## src/rtl/hpp_map.vh

```
// constants for the parallel host port block
`ifndef HPP_MAP_VH
`define HPP_MAP_VH
`define HPP_DATA_W        8
`define HPP_ADDR_W        5
`define HPP_NUM_REGS      32
`define HPP_REG_RESET     8'h00
`define HPP_CLK_NS        40
`define HPP_RESET_MIN_NS  1000
`define HPP_RESET_CYCLES  ((`HPP_RESET_MIN_NS + `HPP_CLK_NS - 1) / `HPP_CLK_NS)
`define HPP_RST_CNT_W     5
`endif

```

## src/rtl/hpp_port.v

```verilog
// parallel host port: decodes host strobes, holds the register array, drives irq
// Operation
// - bus_style_select high picks separate read/write strobes, low picks strobe plus direction.
// - in direction style the shared strobe is an active-low data strobe framing each access.
// - in separate style the shared strobe is an active-low read strobe that enables read data.
// - in direction style a high direction line is a host read and the device drives the bus.
// - in direction style a low direction line is a host write and the device stores the bus.
// - in separate style the direction line is an active-low write strobe, bus is input.
// - the port responds only while chip select is low for the whole access.
// - with chip select high the port is idle and all bus pins are released.
// - the data bus is eight bits, bit zero least significant.
// - five address lines select the register, line zero least significant.
// - a low reset held for at least one microsecond resets the whole device; here it needs reset low on 28 rising edges, over 1080 ns.
// - the open-drain interrupt output is pulled low while a request is pending.
// - the interrupt output works regardless of chip select.
`timescale 1ns/100ps
`default_nettype none
`include "hpp_map.vh"
module hpp_port (
   input  wire                     sys_clk,
   input  wire                     clk_en,
   input  wire                     reset_n,
   input  wire                     bus_style_select,
   input  wire                     chip_select_n,
   input  wire                     shared_access_strobe_n,
   input  wire                     dir_write_n,
   input  wire [`HPP_ADDR_W-1:0]   host_address_lines,
   input  wire [`HPP_DATA_W-1:0]   host_data_bus_in,
   output reg  [`HPP_DATA_W-1:0]   host_data_bus_out,
   output reg                      host_data_bus_oe,
   input  wire                     irq_pending,
   output wire                     irq_n_out,
   output wire                     irq_n_oe,
   output reg                      device_reset_q,
   output reg  [`HPP_DATA_W-1:0]   reg_wr_data_q,
   output reg  [`HPP_ADDR_W-1:0]   reg_wr_addr_q,
   output reg                      reg_wr_pulse_q
);
   // ==========================================================
   // pin synchronisers
   // ==========================================================
   localparam SW = 4 + `HPP_ADDR_W + `HPP_DATA_W;
   wire [SW-1:0] pins_sync;
   wire          style_sep;
   wire          cs_n_s;
   wire          strobe_n_s;
   wire          dir_s;
   wire [`HPP_ADDR_W-1:0] addr_s;
   wire [`HPP_DATA_W-1:0] data_s;

   // active-low controls pass inverted, so a cleared synchroniser reads as an idle bus
   hpp_sync #(
      .W (SW)
   ) u_sync (
      .sys_clk  (sys_clk),
      .clk_en   (clk_en),
      .reset_n  (reset_n),
      .async_in ({bus_style_select, ~chip_select_n, ~shared_access_strobe_n, ~dir_write_n,
                  host_address_lines, host_data_bus_in}),
      .sync_q   (pins_sync)
   );
   assign style_sep  = pins_sync[SW-1];
   assign cs_n_s     = ~pins_sync[SW-2];
   assign strobe_n_s = ~pins_sync[SW-3];
   assign dir_s      = ~pins_sync[SW-4];
   assign addr_s     = pins_sync[`HPP_ADDR_W+`HPP_DATA_W-1:`HPP_DATA_W];
   assign data_s     = pins_sync[`HPP_DATA_W-1:0];

   // ==========================================================
   // access decode
   // ==========================================================
   // returns {read_active, write_qualifier} for the chosen bus style
   function [1:0] hpp_decode;
      input sep;
      input cs_n;
      input stb_n;
      input dir;
      begin
         if (cs_n)
            hpp_decode = 2'b00;
         else if (sep)
            hpp_decode = {~stb_n & dir, ~dir};
         else
            hpp_decode = {~stb_n & dir, ~stb_n & ~dir};
      end
   endfunction

   wire [1:0] acc = hpp_decode(style_sep, cs_n_s, strobe_n_s, dir_s);
   wire       rd_act = acc[1];
   wire       wr_act = acc[0];

   // ==========================================================
   // reset width filter
   // ==========================================================
   // a reset pulse shorter than the minimum width does not clear the register array or set the device reset flag
   localparam integer RST_CYC_I = `HPP_RESET_CYCLES;
   localparam [`HPP_RST_CNT_W-1:0] RST_CYC = RST_CYC_I[`HPP_RST_CNT_W-1:0];
   reg [`HPP_RST_CNT_W-1:0] rst_cnt_q;
   reg                      rst_n_s1_q;
   reg                      rst_n_s2_q;
   always @(posedge sys_clk)
   begin
      rst_n_s1_q <= reset_n;
      rst_n_s2_q <= rst_n_s1_q;
      if (rst_n_s2_q)
         rst_cnt_q <= {`HPP_RST_CNT_W{1'b0}};
      else if (rst_cnt_q != RST_CYC)
         rst_cnt_q <= rst_cnt_q + 1'b1;
   end
   wire rst_long = (rst_cnt_q == RST_CYC);

   // ==========================================================
   // write capture
   // ==========================================================
   reg                   wr_prev_q;
   reg [`HPP_ADDR_W-1:0] wr_addr_hold_q;
   reg [`HPP_DATA_W-1:0] wr_data_hold_q;
   wire                  wr_commit;

   // the qualifier ends by its own strobe rising or by chip select rising
   assign wr_commit = wr_prev_q & ~wr_act;

   // sample while the qualifier is held, so the last stable sample is stored
   always @(posedge sys_clk)
   begin
      if (!reset_n)
      begin
         wr_prev_q      <= 1'b0;
         wr_addr_hold_q <= {`HPP_ADDR_W{1'b0}};
         wr_data_hold_q <= `HPP_REG_RESET;
      end
      else if (clk_en)
      begin
         wr_prev_q <= wr_act;
         if (wr_act)
         begin
            wr_addr_hold_q <= addr_s;
            wr_data_hold_q <= data_s;
         end
      end
   end

   // ==========================================================
   // write report to the device core
   // ==========================================================
   always @(posedge sys_clk)
   begin
      if (!reset_n)
      begin
         reg_wr_pulse_q <= 1'b0;
         reg_wr_addr_q  <= {`HPP_ADDR_W{1'b0}};
         reg_wr_data_q  <= `HPP_REG_RESET;
      end
      else if (clk_en)
      begin
         reg_wr_pulse_q <= wr_commit;
         if (wr_commit)
         begin
            reg_wr_addr_q <= wr_addr_hold_q;
            reg_wr_data_q <= wr_data_hold_q;
         end
      end
   end

   // ==========================================================
   // register array
   // ==========================================================
   // only a reset held past the minimum width clears the array, so a glitch
   // on the reset pin leaves the stored setup intact
   reg [`HPP_DATA_W-1:0] regs [0:`HPP_NUM_REGS-1];
   integer i;

   always @(posedge sys_clk)
   begin
      if (!reset_n)
      begin
         if (rst_long)
         begin
            for (i = 0; i < `HPP_NUM_REGS; i = i + 1)
               regs[i] <= `HPP_REG_RESET;
         end
      end
      else if (clk_en && wr_commit)
         regs[wr_addr_hold_q] <= wr_data_hold_q;
   end

   // ==========================================================
   // device reset flag
   // ==========================================================
   always @(posedge sys_clk)
   begin
      if (!reset_n)
      begin
         if (rst_long)
            device_reset_q <= 1'b1;
      end
      else if (clk_en)
         device_reset_q <= 1'b0;
   end

   // ==========================================================
   // read data drive
   // ==========================================================
   // data is zero whenever the bus is released, so no stale byte reaches the pins
   always @(posedge sys_clk)
   begin
      if (!reset_n)
      begin
         host_data_bus_oe  <= 1'b0;
         host_data_bus_out <= `HPP_REG_RESET;
      end
      else if (clk_en)
      begin
         host_data_bus_oe  <= rd_act;
         host_data_bus_out <= rd_act ? regs[addr_s] : `HPP_REG_RESET;
      end
   end

   // ==========================================================
   // interrupt pin
   // ==========================================================
   // open drain: only ever drives low, independent of chip select
   assign irq_n_out = 1'b0;
   assign irq_n_oe  = irq_pending;
endmodule
`default_nettype wire

```

## src/rtl/hpp_sync.v

```verilog
// two flip-flop synchroniser for a group of pin inputs
`timescale 1ns/100ps
`default_nettype none
module hpp_sync #(
   parameter W = 1
) (
   input  wire         sys_clk,
   input  wire         clk_en,
   input  wire         reset_n,
   input  wire [W-1:0] async_in,
   output reg  [W-1:0] sync_q
);
   reg [W-1:0] meta_q;
   // the first stage feeds only the second stage
   always @(posedge sys_clk)
   begin
      if (!reset_n)
      begin
         meta_q <= {W{1'b0}};
         sync_q <= {W{1'b0}};
      end
      else if (clk_en)
      begin
         meta_q <= async_in;
         sync_q <= meta_q;
      end
   end
endmodule
`default_nettype wire
```

## config.mk

```make
export PLATFORM = sky130hd
export DESIGN_NAME = hpp_port
export DESIGN_NICKNAME = d
export VERILOG_FILES = /design/src/rtl/hpp_port.v /design/src/rtl/hpp_sync.v
export VERILOG_INCLUDE_DIRS = /design/src /design/src/rtl
export SDC_FILE = /design/constraint.sdc
export NUM_CORES = 1
export LEC_CHECK = 0
export ABC_CLOCK_PERIOD_IN_PS = 4500
export BUFFER_PORTS_ARGS = -buffer_cell sky130_fd_sc_hd__buf_2
export CAP_MARGIN = 20
export CORE_MARGIN = 4
export CORE_UTILIZATION = 30
export CTS_BUF_LIST = sky130_fd_sc_hd__clkbuf_4 sky130_fd_sc_hd__clkbuf_8
export DETAILED_ROUTE_END_ITERATION = 16
export PLACE_DENSITY_LB_ADDON = 0.2
export SYNTH_ARGS = -nofsm -noshare
export SYNTH_HDL_FRONTEND = slang
export SYNTH_HIERARCHICAL = 1
export SYNTH_SLANG_ARGS = --single-unit
```

## constraint.sdc

```tcl
create_clock -name sys_clk -period 4.5 [get_ports sys_clk]
set_clock_uncertainty 0.15 [all_clocks]
set_input_delay 1.35 -clock sys_clk [delete_from_list [all_inputs] [get_ports sys_clk]]
set_output_delay 1.35 -clock sys_clk [all_outputs]
set_load 0.03 [all_outputs]
```

==> results.md, run 1 <==
* Net Switching at between 1000 and 1500 uW
* Max Root-Sink Buffers at 3
* Detailed Route Iter0 Violations at 566
* Reg2reg setup slack at between 1500 and 2000 ps
* CP arrival at 3350 ps
* Crit path max fanout at 15
* CTS tree: done
* Max Used Layer: met4
* Die Y at approximately 230 um
* Reg clk slew, reported paths at approximately 50 ps
* DRT Wirelength at 40.0 mm
* Seq/Total Area, Yosys at 0.614
* Top_reg_cell synth: edfxtp_1
* RSZ-0062 raised after global routing: false
* Gpl congestion at approximately 0.82
* Die area at between 0.05 and 0.06 sq mm
* Top post-synthesis cells by area: edfxtp_1 51%, and2_1 11%, dfxtp_1 10%
* Slew HR at 0.402
* # resized after CTS at 0
* Crit path largest cell delay at between 800 and 900 ps
* Max-cap violations at 0
* Fin. Hold Viols at 0
* Final worst-path cycle share at 0.704
* Post CTS Setup Buffer Count at 0
* Core Area at 0.0500 sq mm
* Yosys top cell area share at 0.510
* Part of the power in registers at 0.531
* Tmin final at about 3200 ps
* Crit. path cell count at 6
* PortBufs at 43
* Synth Area per Inst at 13.3 sq um
* CTS Buf Count at between 50 and 60
* Final setup fails at 0
* Synth warn at 6
* Initial antenna violation count at 1
* H-tree depth at 2
* Most frequent cells in the layout: 257 x and2_1, 257 x edfxtp_1, 76 x mux2i_1
* Delay-heaviest family, CP: simple AND/OR/NAND/NOR gates
* Fill count at roughly 5000
* #FFs+latches synth at approximately 340
* Total power at roughly 6300 uW
* Number of global-route vias before repair at 9414
* Post-synthesis cell count at around 1100
* Hold-fix buffers, CTS at 0
* FF-to-FF Start: u_sync/sync_q[14]
* CP Launch Type: primary input
* Routed wl met3 at about 2.3 mm
* Pleak at roughly 0.006 uW
* P_int at approximately 4900 uW
* Crit. End Element: flop
* Pin count of the biggest net entering global routing at 40
* Routed wire per std cell at 20.7 um
* # IOs at between 40 and 50
* Vias/cell at about 4.7
* Slowest CP cell: or4_1
* Root buffer cell: clkbuf_8
* Global-route wire length before repair at around 61 mm
* Met1 WL at ~19 mm
* Sequential cell area at just over 0.009 sq mm
* Die W at around 230 um
* Post-synth EDFFs at roughly 260
* Sw frac at 0.214
* Final #Nets at 1230
* Share of flip-flops with an asynchronous set or reset at 0
* DRT antenna net count at 0
* Crit path kind: primary input to flop
* DR vias at around 9000
* GRT Residual Overflow at 0
* Critical Path End: regs[24][5]
* Post-DP HPWL at ~25 mm
* P&R area growth vs syn at 14.5%
* Share of layout cells above drive strength 1 at 0.233
* Pwr Density at about 360 mW/mm^2
* Syn_nets at approximately 1200
* Critical-path cell list: buf_2 -> nand3_2 -> or4_1 -> buf_16 -> o21ai_0 -> buf_4
* Multi-input combinational cell area at ~0.0053 sq mm
* Worst slew pin tran at around 900 ps
* DRC errors left at 0
* Fmax at approximately 0.32 GHz
* Critical path origin: clk_en
* Type of the tightest min-delay check: flop to flop
* Clock Latency Late Sink at between 600 and 700 ps
* First drt pass iteration count at 5
* Starting Density at 0.303
* Final Max Tran Viols at 0
* Worst VDD drop at around 190 uV
* DR WL met2 at ~18 mm
* Crit path buf inv count at 3
* Reg2reg end: regs[24][5]
* Setup TNS at 0 ps
* Required @ worst endpoint at 4690 ps
* Cell Area, Synth at around 0.015 sq mm
* R2R cell count at 6
* WHS Path Cells at 0
* Largest area contributor in the netlist: edfxtp_1
* Yosys cell types at 55
* Rows at 82
* Num Clock Sinks at around 340
* Clock share of power at 0.443
* GR Util All Layers at 0.150
* Logic pwr share at 0.026
* Status: finished, final reports clean
worst min path at each step:
stage                     from    endpoint  slack [ps]
global route        rst_n_s1_q  rst_n_s2_q         180
detailed placement  rst_n_s1_q  rst_n_s2_q         160
floorplan           rst_n_s1_q  rst_n_s2_q         160
global placement    rst_n_s1_q  rst_n_s2_q         160
CTS                 rst_n_s1_q  rst_n_s2_q         180
finish              rst_n_s1_q  rst_n_s2_q         170
worst register-to-register path, delay by kind of cell, from the launching register on:
kind / cells / cell delay, ps
AO/OA/AOI/OAI: 2 / 440
AND/OR/NAND/NOR: 2 / 1130
flip-flops: 1 / 330
buffers and inverters: 2 / 490
cells by family (layout without fill, tap and decap cells):
group / after synthesis / in the layout / share of synthesized area
fa+ha+maj: 2 / 2 / 0.00165
compound gates: 116 / 116 / 0.0501
mux: 134 / 134 / 0.124
other cells: 1 / 2 / 0.000248
flops: 335 / 335 / 0.614
xor+xnor: 4 / 4 / 0.00232
simple gates: 451 / 451 / 0.174
buf+inv: 93 / 213 / 0.0340
per-layer routing:
layer  vias to the layer above  GRT usage
met5                         -          0
met4                         0     0.0413
met3                        62     0.0311
met2                       247      0.236
met1                      4468      0.213
li1                       4246          -
cells in the mapped netlist (all sizes together) (5+ instances only):
master / n
nor2: 50
mux4: 41
a311oi: 5
dfxtp: 78
a221oi: 7
nand2: 73
mux2: 17
o22ai: 14
inv: 9
nor2b: 42
a2111oi: 10
a21oi: 31
clkbuf: 47
buf: 37
edfxtp: 257
and2: 257
mux2i: 76
o21ai: 38
area by class of cell:
class / count / area share
flip-flops and latches: 335 / 0.537
multi-input cells: 708 / 0.308
clock buffers: 96 / 0.0641
well taps: 672 / 0.0486
repair buffers: 95 / 0.0369
clock inverters: 13 / 0.00340
inverters: 9 / 0.00195
diodes: 1 / 0.000145
registers in the layout (all words and copies together), names as in the netlist, 8 cells and up:
name               count
wr_data_hold_q         8
reg_wr_data_q          8
regs                 256
u_sync/sync_q         17
u_sync/meta_q         17
host_data_bus_out      8
power by group through the flow:
stage	clock network, uW	registers, uW	logic, uW
6_report	2770	3330	163
3_3_place_gp	0	3390	163
3_5_place_dp	0	3390	164
2_1_floorplan	0	3380	137
4_1_cts	2870	3330	165
5_1_grt	3010	3330	177
per-stage QoR:
stage / utilization / cell area (sq um) / hold slack [ps] / cells / setup slack (ps)
2_1_floorplan: - / 15100 / 160 / 1136 / 933
3_3_place_gp: 0.322 / 16100 / 162 / 1818 / 642
3_5_place_dp: 0.322 / 16100 / 164 / 1818 / 569
4_1_cts: 0.346 / 17300 / 177 / 1927 / 1270
5_1_grt: 0.346 / 17300 / 184 / 1928 / 1280
6_report: 0.346 / 17300 / 175 / 1929 / 1330
No activity file was read; power rests on OpenSTA's default activity.
==> run 2: changes to the inputs <==
--- a/config.mk
+++ b/config.mk
@@ -6,7 +6,8 @@
 export SDC_FILE = /design/constraint.sdc
 export NUM_CORES = 1
 export LEC_CHECK = 0
-export ABC_CLOCK_PERIOD_IN_PS = 4500
+export ABC_AREA = 1
+export ABC_CLOCK_PERIOD_IN_PS = 2650
 export BUFFER_PORTS_ARGS = -buffer_cell sky130_fd_sc_hd__buf_2
 export CAP_MARGIN = 20
 export CORE_MARGIN = 4
==> constraint.sdc (replaced) <==
create_clock -name sys_clk -period 2.65 [get_ports sys_clk]
set_clock_uncertainty 0.15 [all_clocks]
set_input_delay 0.795 -clock sys_clk [delete_from_list [all_inputs] [get_ports sys_clk]]
set_output_delay 0.795 -clock sys_clk [all_outputs]
set_load 0.03 [all_outputs]
==> run 2 against run 1 <==
Effect of this change:
- combinational power rose to 3.7 times the previous value
- area after synthesis fell by 1.1%
- non-clock buffer count rose by 25
- total power rose by 72%
- register-to-register slack got worse by 1200 ps
- clock-buffer cell count fell by 12
- critical path depth fell by 5
- largest cell class unchanged
==> results.md, run 2 <==
* Root buffer cell: clkbuf_8
* Final worst-path cycle share at 0.847
* Post-synth EDFFs at 257 (unchanged)
* Final Max Tran Viols at 0 (unchanged)
* Crit path kind: flop to primary output
* Synth top cells by count: 513 x nand2_1, 326 x nor2_1, 257 x edfxtp_1, 199 x nand3_1, 78 x dfxtp_1
* RSZ-0062 raised after global routing: false
* Clock Latency Late Sink at 640 ps (about the same)
* Die area at 0.0535 sq mm (-1.1%)
* Reg clk slew, reported paths at 60 ps (about the same)
* Tmin final at roughly 2200 ps
* DR vias at 11300 (+25%)
* Commonest non-fill, non-tap cell in the layout: nand2_1
* Pwr Density at 621 mW/mm^2 (+71%)
* Fin. Hold Viols at 0 (unchanged)
* Post-synthesis cell count at 1650 (+45%)
* Largest area contributor in the netlist: edfxtp_1
* Fmax at 0.445 GHz
* Worst slew pin tran at 907 ps (+14.0 ps)
* Starting Density at 0.304 (+0.00161)
* GRT Residual Overflow at 0 (unchanged)
* Detailed Route Iter0 Violations at 1012 (+79%)
* Largest register FFs at 256 (unchanged)
* DRT antenna net count at 0 (unchanged)
* Status: finished, final reports clean
* Most frequent cell after synthesis: nand2_1
* Type of the tightest min-delay check: flop to flop
* Yosys cell types at 27 (-51%)
* # resized after CTS at 0 (unchanged)
* Routed wire per std cell at 17.3 um (-17%)
* Post-DP HPWL at 26.5 mm (+5.5%)
* Crit. End Element: primary output
* Global-route wire length before repair at 65.3 mm (+7.8%)
* Post CTS Setup Buffer Count at 0 (unchanged)
* Top post-synthesis cells by area: edfxtp_1 52%, nand2_1 13%, dfxtp_1 10%
* Delay-heaviest family, CP: flip-flops
* Critical-path cell list: buf_2
* Total power at 10800 uW (+72%)
* Top flop regs: regs (256), u_sync/meta_q (17), u_sync/sync_q (17)
* Crit path buf inv count at 1 (-2)
* First drt pass iteration count at 5 (unchanged)
* Pleak at 0.00723 uW (+21%)
* Final setup fails at 0 (unchanged)
* Setup TNS at 0 ps (unchanged)
* Share of flip-flops with an asynchronous set or reset at 0 (unchanged)
* Max-cap violations at 0 (unchanged)
* Final #Nets at 1748 (+42%)
* CP Launch Type: flop
* Gpl congestion at 0.794 (-3.0%)
* Die W at 231 um (-0.53%)
* H-tree depth at 2 (unchanged)
* Final instance area at 0.0174 sq mm (+0.30%)
* Syn_nets at 1673 (+44%)
* Yosys top cell area share at 0.516 (+0.00568)
* WHS Path Cells at 0 (unchanged)
* Slowest CP cell: dfxtp_1
* Max Root-Sink Buffers at 3 (unchanged)
* Hold-fix buffers, CTS at 0 (unchanged)
* Multi-input combinational cell area at 0.00500 sq mm (-6.1%)
* Crit. path cell count at 1 (-5)
* Crit path largest cell delay at 430 ps (-380 ps)
* Initial antenna violation count at 0 (-1)
* Largest Register: regs
* Share of layout cells above drive strength 1 at 0.144 (-0.0892)
* Synth Area per Inst at 9.06 sq um (-32%)
* # IOs at 47 (unchanged)
* Most frequent cells in the layout: 513 x nand2_1, 326 x nor2_1, 257 x edfxtp_1
* Worst VDD drop at 336 uV (+80%)
* Synth warn at 6 (unchanged)
* Crit path max fanout at 2 (-13)
* P&R area growth vs syn at 16.1%
* #FFs+latches synth at 335 (unchanged)
* Die Y at 231 um (-0.53%)
* R2R cell count at 9 (+3)
* Top_reg_cell synth: edfxtp_1
* Sequential cell area at 0.00928 sq mm (-0.13%)
* Pin count of the biggest net entering global routing at 77 (+93%)
* Required @ worst endpoint at 1710 ps (-2980 ps)
* Core Area at 0.0492 sq mm (-1.6%)
* DRT Wirelength at 42.0 mm (+5.2%)
* Vias/cell at 4.64 (-0.71%)
* CTS tree: done
* Number of global-route vias before repair at 11400 (+21%)
* CP arrival at 1300 ps (-2050 ps)
* Num Clock Sinks at 335 (unchanged)
* DRC errors left at 0 (unchanged)
* Placed cell areas at 0.0163 sq mm (+0.96%)
* Seq/Total Area, Yosys at 0.620 (+0.00683)
* Fill count at 5060 (+2.0%)
* Cell Area, Synth at 0.0150 sq mm (-1.1%)
* Rows at 81 (-1.2%)
* ANT cells at 0 (-1)
* GR Util All Layers at 0.158 (+0.00738)
* PortBufs at 43 (unchanged)
* CTS Buf Count at 56 (-3.4%)
* Slew HR at 0.394 (-0.00779)
run 2: changes by cell type after synthesis, sizes merged, moves of 54 or more:
cell | previous run | this run
nand2 | 73 | 545
nor2 | 50 | 327
and2 | 257 | 0
nand3 | 4 | 200
mux2i | 76 | 0
inv | 9 | 63
run 2: metal layers:
layer | vias to the layer above | track usage | share of wire | routed length (um)
met5 | - | 0 | 0 | 0
met4 | 0 | 0.0410 | 0.023 | 962
met3 | 75 | 0.0334 | 0.066 | 2760
met2 | 320 | 0.256 | 0.46 | 19500
met1 | 5375 | 0.216 | 0.45 | 18800
li1 | 5534 | - | - | -
run 2: final timing paths:
kind | slack [ps] | from | to
max reg2reg | 490 | u_sync/sync_q[8] | host_data_bus_out[0]
min reg2reg | 180 | rst_n_s1_q | rst_n_s2_q
max | 400 | host_data_bus_out[7] | host_data_bus_out[7]
min | 180 | rst_n_s1_q | rst_n_s2_q
run 2: per-stage QoR:
step	setup WS (ps)	instances	util	hold slack, ps
after floorplan	18.9	1650	-	160
after global placement	155	2331	0.331	165
after detailed placement	106	2331	0.331	165
after CTS	309	2434	0.353	180
after global routing	264	2434	0.353	198
final	405	2434	0.353	176
run 2: power breakdown:
part           total (uW)  leakage, uW  internal, uW  switching, uW
sequential           5660      0.00362          5620           38.7
combinational         610      0.00302           183            427
clock                4500     0.000583          2420           2090
total               10800      0.00723          8220           2550
run 2: cell families after synthesis:
group / after synthesis / synth area share
fa+ha+maj: 2 / 0.00167
compound gates: 56 / 0.0194
xor+xnor: 1 / 0.000586
flops: 335 / 0.620
simple gates: 1089 / 0.313
other cells: 1 / 0.000251
buf+inv: 166 / 0.0448
run 2: cell type report:
class                      count  share of cell area
tap                          664              0.0479
timing repair buffer         120              0.0522
sequential                   335               0.535
multi-input combinational   1149               0.288
clock inverter                19             0.00519
inverter                      63              0.0137
clock buffer                  84              0.0580
==> run 3: changes to the inputs <==
--- a/config.mk
+++ b/config.mk
@@ -7,7 +7,7 @@
 export NUM_CORES = 1
 export LEC_CHECK = 0
 export ABC_AREA = 1
-export ABC_CLOCK_PERIOD_IN_PS = 2650
+export ABC_CLOCK_PERIOD_IN_PS = 1900
 export BUFFER_PORTS_ARGS = -buffer_cell sky130_fd_sc_hd__buf_2
 export CAP_MARGIN = 20
 export CORE_MARGIN = 4
==> constraint.sdc (replaced) <==
create_clock -name sys_clk -period 1.9 [get_ports sys_clk]
set_clock_uncertainty 0.15 [all_clocks]
set_input_delay 0.57 -clock sys_clk [delete_from_list [all_inputs] [get_ports sys_clk]]
set_output_delay 0.57 -clock sys_clk [all_outputs]
set_load 0.03 [all_outputs]
==> run 3 against run 2 <==
Effect of this change:
- the flow now finishes with violations (negative setup slack)
- first-iteration DRC count shrank 28%
- register-to-register slack got worse by 610 ps
- global-route usage about the same
- sequential share of layout area is 6.5 points lower
- critical path depth is 6 higher
- clock-buffer cell count fell by 1
- via count grew 1.6%
- sequential power grew 39%
- total power rose by 43%
- highest routed layer unchanged
==> results.md, run 3 (synthesis gave the netlist of run 2 again) <==
* First drt pass iteration count at 5 (unchanged)
* Tmin final at 2020 ps
* Fmax at roughly 0.50 GHz
* Rows at 81 (unchanged)
* Max Root-Sink Buffers at 3 (unchanged)
* # IOs at 47 (unchanged)
* DR WL met2 at 20.8 mm (+6.9%)
* PortBufs at 43 (unchanged)
* Reg clk slew, reported paths at 60 ps (about the same)
* Die area at 0.0535 sq mm (unchanged)
* Placed Instances at 2350 (+0.82%)
* DR vias at 11500 (+1.6%)
* Global-route wire length before repair at 65.3 mm (about the same)
* Pin count of the biggest net entering global routing at 65 (-16%)
* Worst VDD drop at 541 uV (+61%)
* WHS Path Cells at 5 (+5)
* Crit. path cell count at 7 (+6)
* Final Non-Filler Cells at 2462 (+1.2%)
* Starting Density at 0.304 (unchanged)
* Largest Register: regs
* CTS tree: done
* Pwr Density at 775 mW/mm^2 (+25%)
* Max-cap violations at 0 (unchanged)
* Crit path max fanout at 8 (+6)
* Die W at 231 um (unchanged)
* Required @ worst endpoint at 2080 ps (+370 ps)
* Die Y at 231 um (unchanged)
* Placed cell areas at 0.0168 sq mm (+3.2%)
* R2R cell count at 7 (-2)
* Crit path kind: flop to flop
* Number of global-route vias before repair at 11400 (+0.11%)
* Delay-heaviest family, CP: simple AND/OR/NAND/NOR gates
* Final #Nets at 1775 (+1.5%)
* Crit path largest cell delay at 330 ps (-100 ps)
* Initial antenna violation count at 0 (unchanged)
* Final Max Tran Viols at 0 (unchanged)
* Fin. Hold Viols at 0 (unchanged)
* Total power at 15400 uW (+43%)
* Final instance area at 0.0198 sq mm (+14%)
* DRT Wirelength at 43.4 mm (+3.2%)
* CP arrival at 2200 ps (+900 ps)
* Met1 WL at 19.4 mm (+3.0%)
* Slowest CP cell: dfxtp_2
* Final worst-path cycle share at 1.06
* Setup TNS at -23030 ps (-23030 ps)
* Crit path buf inv count at 1 (unchanged)
* RSZ-0062 raised after global routing: true
* Num Clock Sinks at 335 (unchanged)
* Gpl congestion at 0.783 (-1.3%)
* Pleak at 0.00739 uW (+2.2%)
* CTS Buf Count at 56 (unchanged)
* Final setup fails at 425 (+425)
* Share of layout cells above drive strength 1 at 0.269 (+0.125)
* Commonest non-fill, non-tap cell in the layout: nand2_1
* Root buffer cell: clkbuf_8
* Clock Latency Late Sink at 650 ps (about the same)
* Post-DP HPWL at 26.7 mm (+0.78%)
* Crit. End Element: flop
* H-tree depth at 2 (unchanged)
* Routed wl met3 at 2.24 mm (-19%)
* Critical-path cell list: o211a_4 -> nor2_8 -> nand3_4 -> nor3_4 -> buf_12 -> nand2_4 -> nand2_4
* Slew HR at 0.575 (+0.181)
* Critical Path Most Common Cell: nand2_4
* Max Used Layer: met4
* Fill count at 4836 (-4.4%)
* Type of the tightest min-delay check: primary input to flop
* GRT Residual Overflow at 0 (unchanged)
* Status: finished, violations left
* DRT antenna net count at 0 (unchanged)
* Most frequent cells in the layout: 479 x nand2_1, 257 x edfxtp_1, 199 x nand3_1
* Detailed Route Iter0 Violations at 732 (-28%)
* Violated checks: negative setup slack
* P&R area growth vs syn at 32.6%
* Worst setup margin at -120 ps (-525 ps)
* ANT cells at 0 (unchanged)
* CP Launch Type: flop
* GR Util All Layers at 0.158 (+0.000258)
* Largest register FFs at 256 (unchanged)
* Vias/cell at 4.66 (+0.41%)
* DRC errors left at 0 (unchanged)
* Core Area at 0.0492 sq mm (unchanged)
* Top flop regs: regs (256), u_sync/meta_q (17), u_sync/sync_q (17)
* Routed wire per std cell at 17.6 um (+2.1%)
* Worst slew pin tran at 637 ps (-270 ps)
[run 3: power breakdown]
part	leakage, uW	internal, uW	switching (uW)
clock network	0.000601	3530	2980
registers	0.00363	7840	49.6
logic	0.00316	333	644
total	0.00739	11700	3670
[run 3: worst min-delay path: stages]
cell and delay [ps]:
buf_2 70, inv_1 30, nand2_1 40, nand2_1 40, nor2_1 70
[run 3: per-layer routing]
| layer | up-vias | global-route usage |
|---|---|---|
| met4 | 0 | 0.0368 |
| li1 | 5623 | - |
| met2 | 247 | 0.260 |
| met3 | 71 | 0.0302 |
| met5 | - | 0 |
| met1 | 5540 | 0.217 |
[run 3: final cells by class]
class	instances	area, sq um	area share
repair buffers	147	1760	0.0888
clock inverters	21	121	0.00612
well taps	664	831	0.0419
clock buffers	83	1010	0.0510
multi-input cells	1149	6550	0.330
flip-flops and latches	335	9320	0.470
inverters	63	244	0.0123
[run 3: per-stage QoR]
stage	setup slack, ps	hold WS [ps]	utilization
after global placement	-272	167	0.342
after floorplan	-461	160	-
final	-120	62.9	0.404
after global routing	-164	57.7	0.404
after CTS	-95.9	0.999	0.377
after detailed placement	-319	163	0.342
[run 3: final timing paths]
check	start	end	slack [ps]
hold reg to reg	rst_n_s1_q	rst_n_s2_q	170
hold / removal	host_data_bus_in[5]	u_sync/meta_q[5]	60
setup / recovery	u_sync/sync_q[16]	regs[30][5]	-120
setup reg to reg	u_sync/sync_q[16]	regs[30][5]	-120
[run 3: repair_timing]
item	4_1_cts	5_1_grt
pin swaps	10	17
cloned	0	3
setup buffers	3	1
gates resized for setup	146	300
endpoints found under the hold margin	1	0
hold buffers	1	0
setup endpoints to repair	536	543
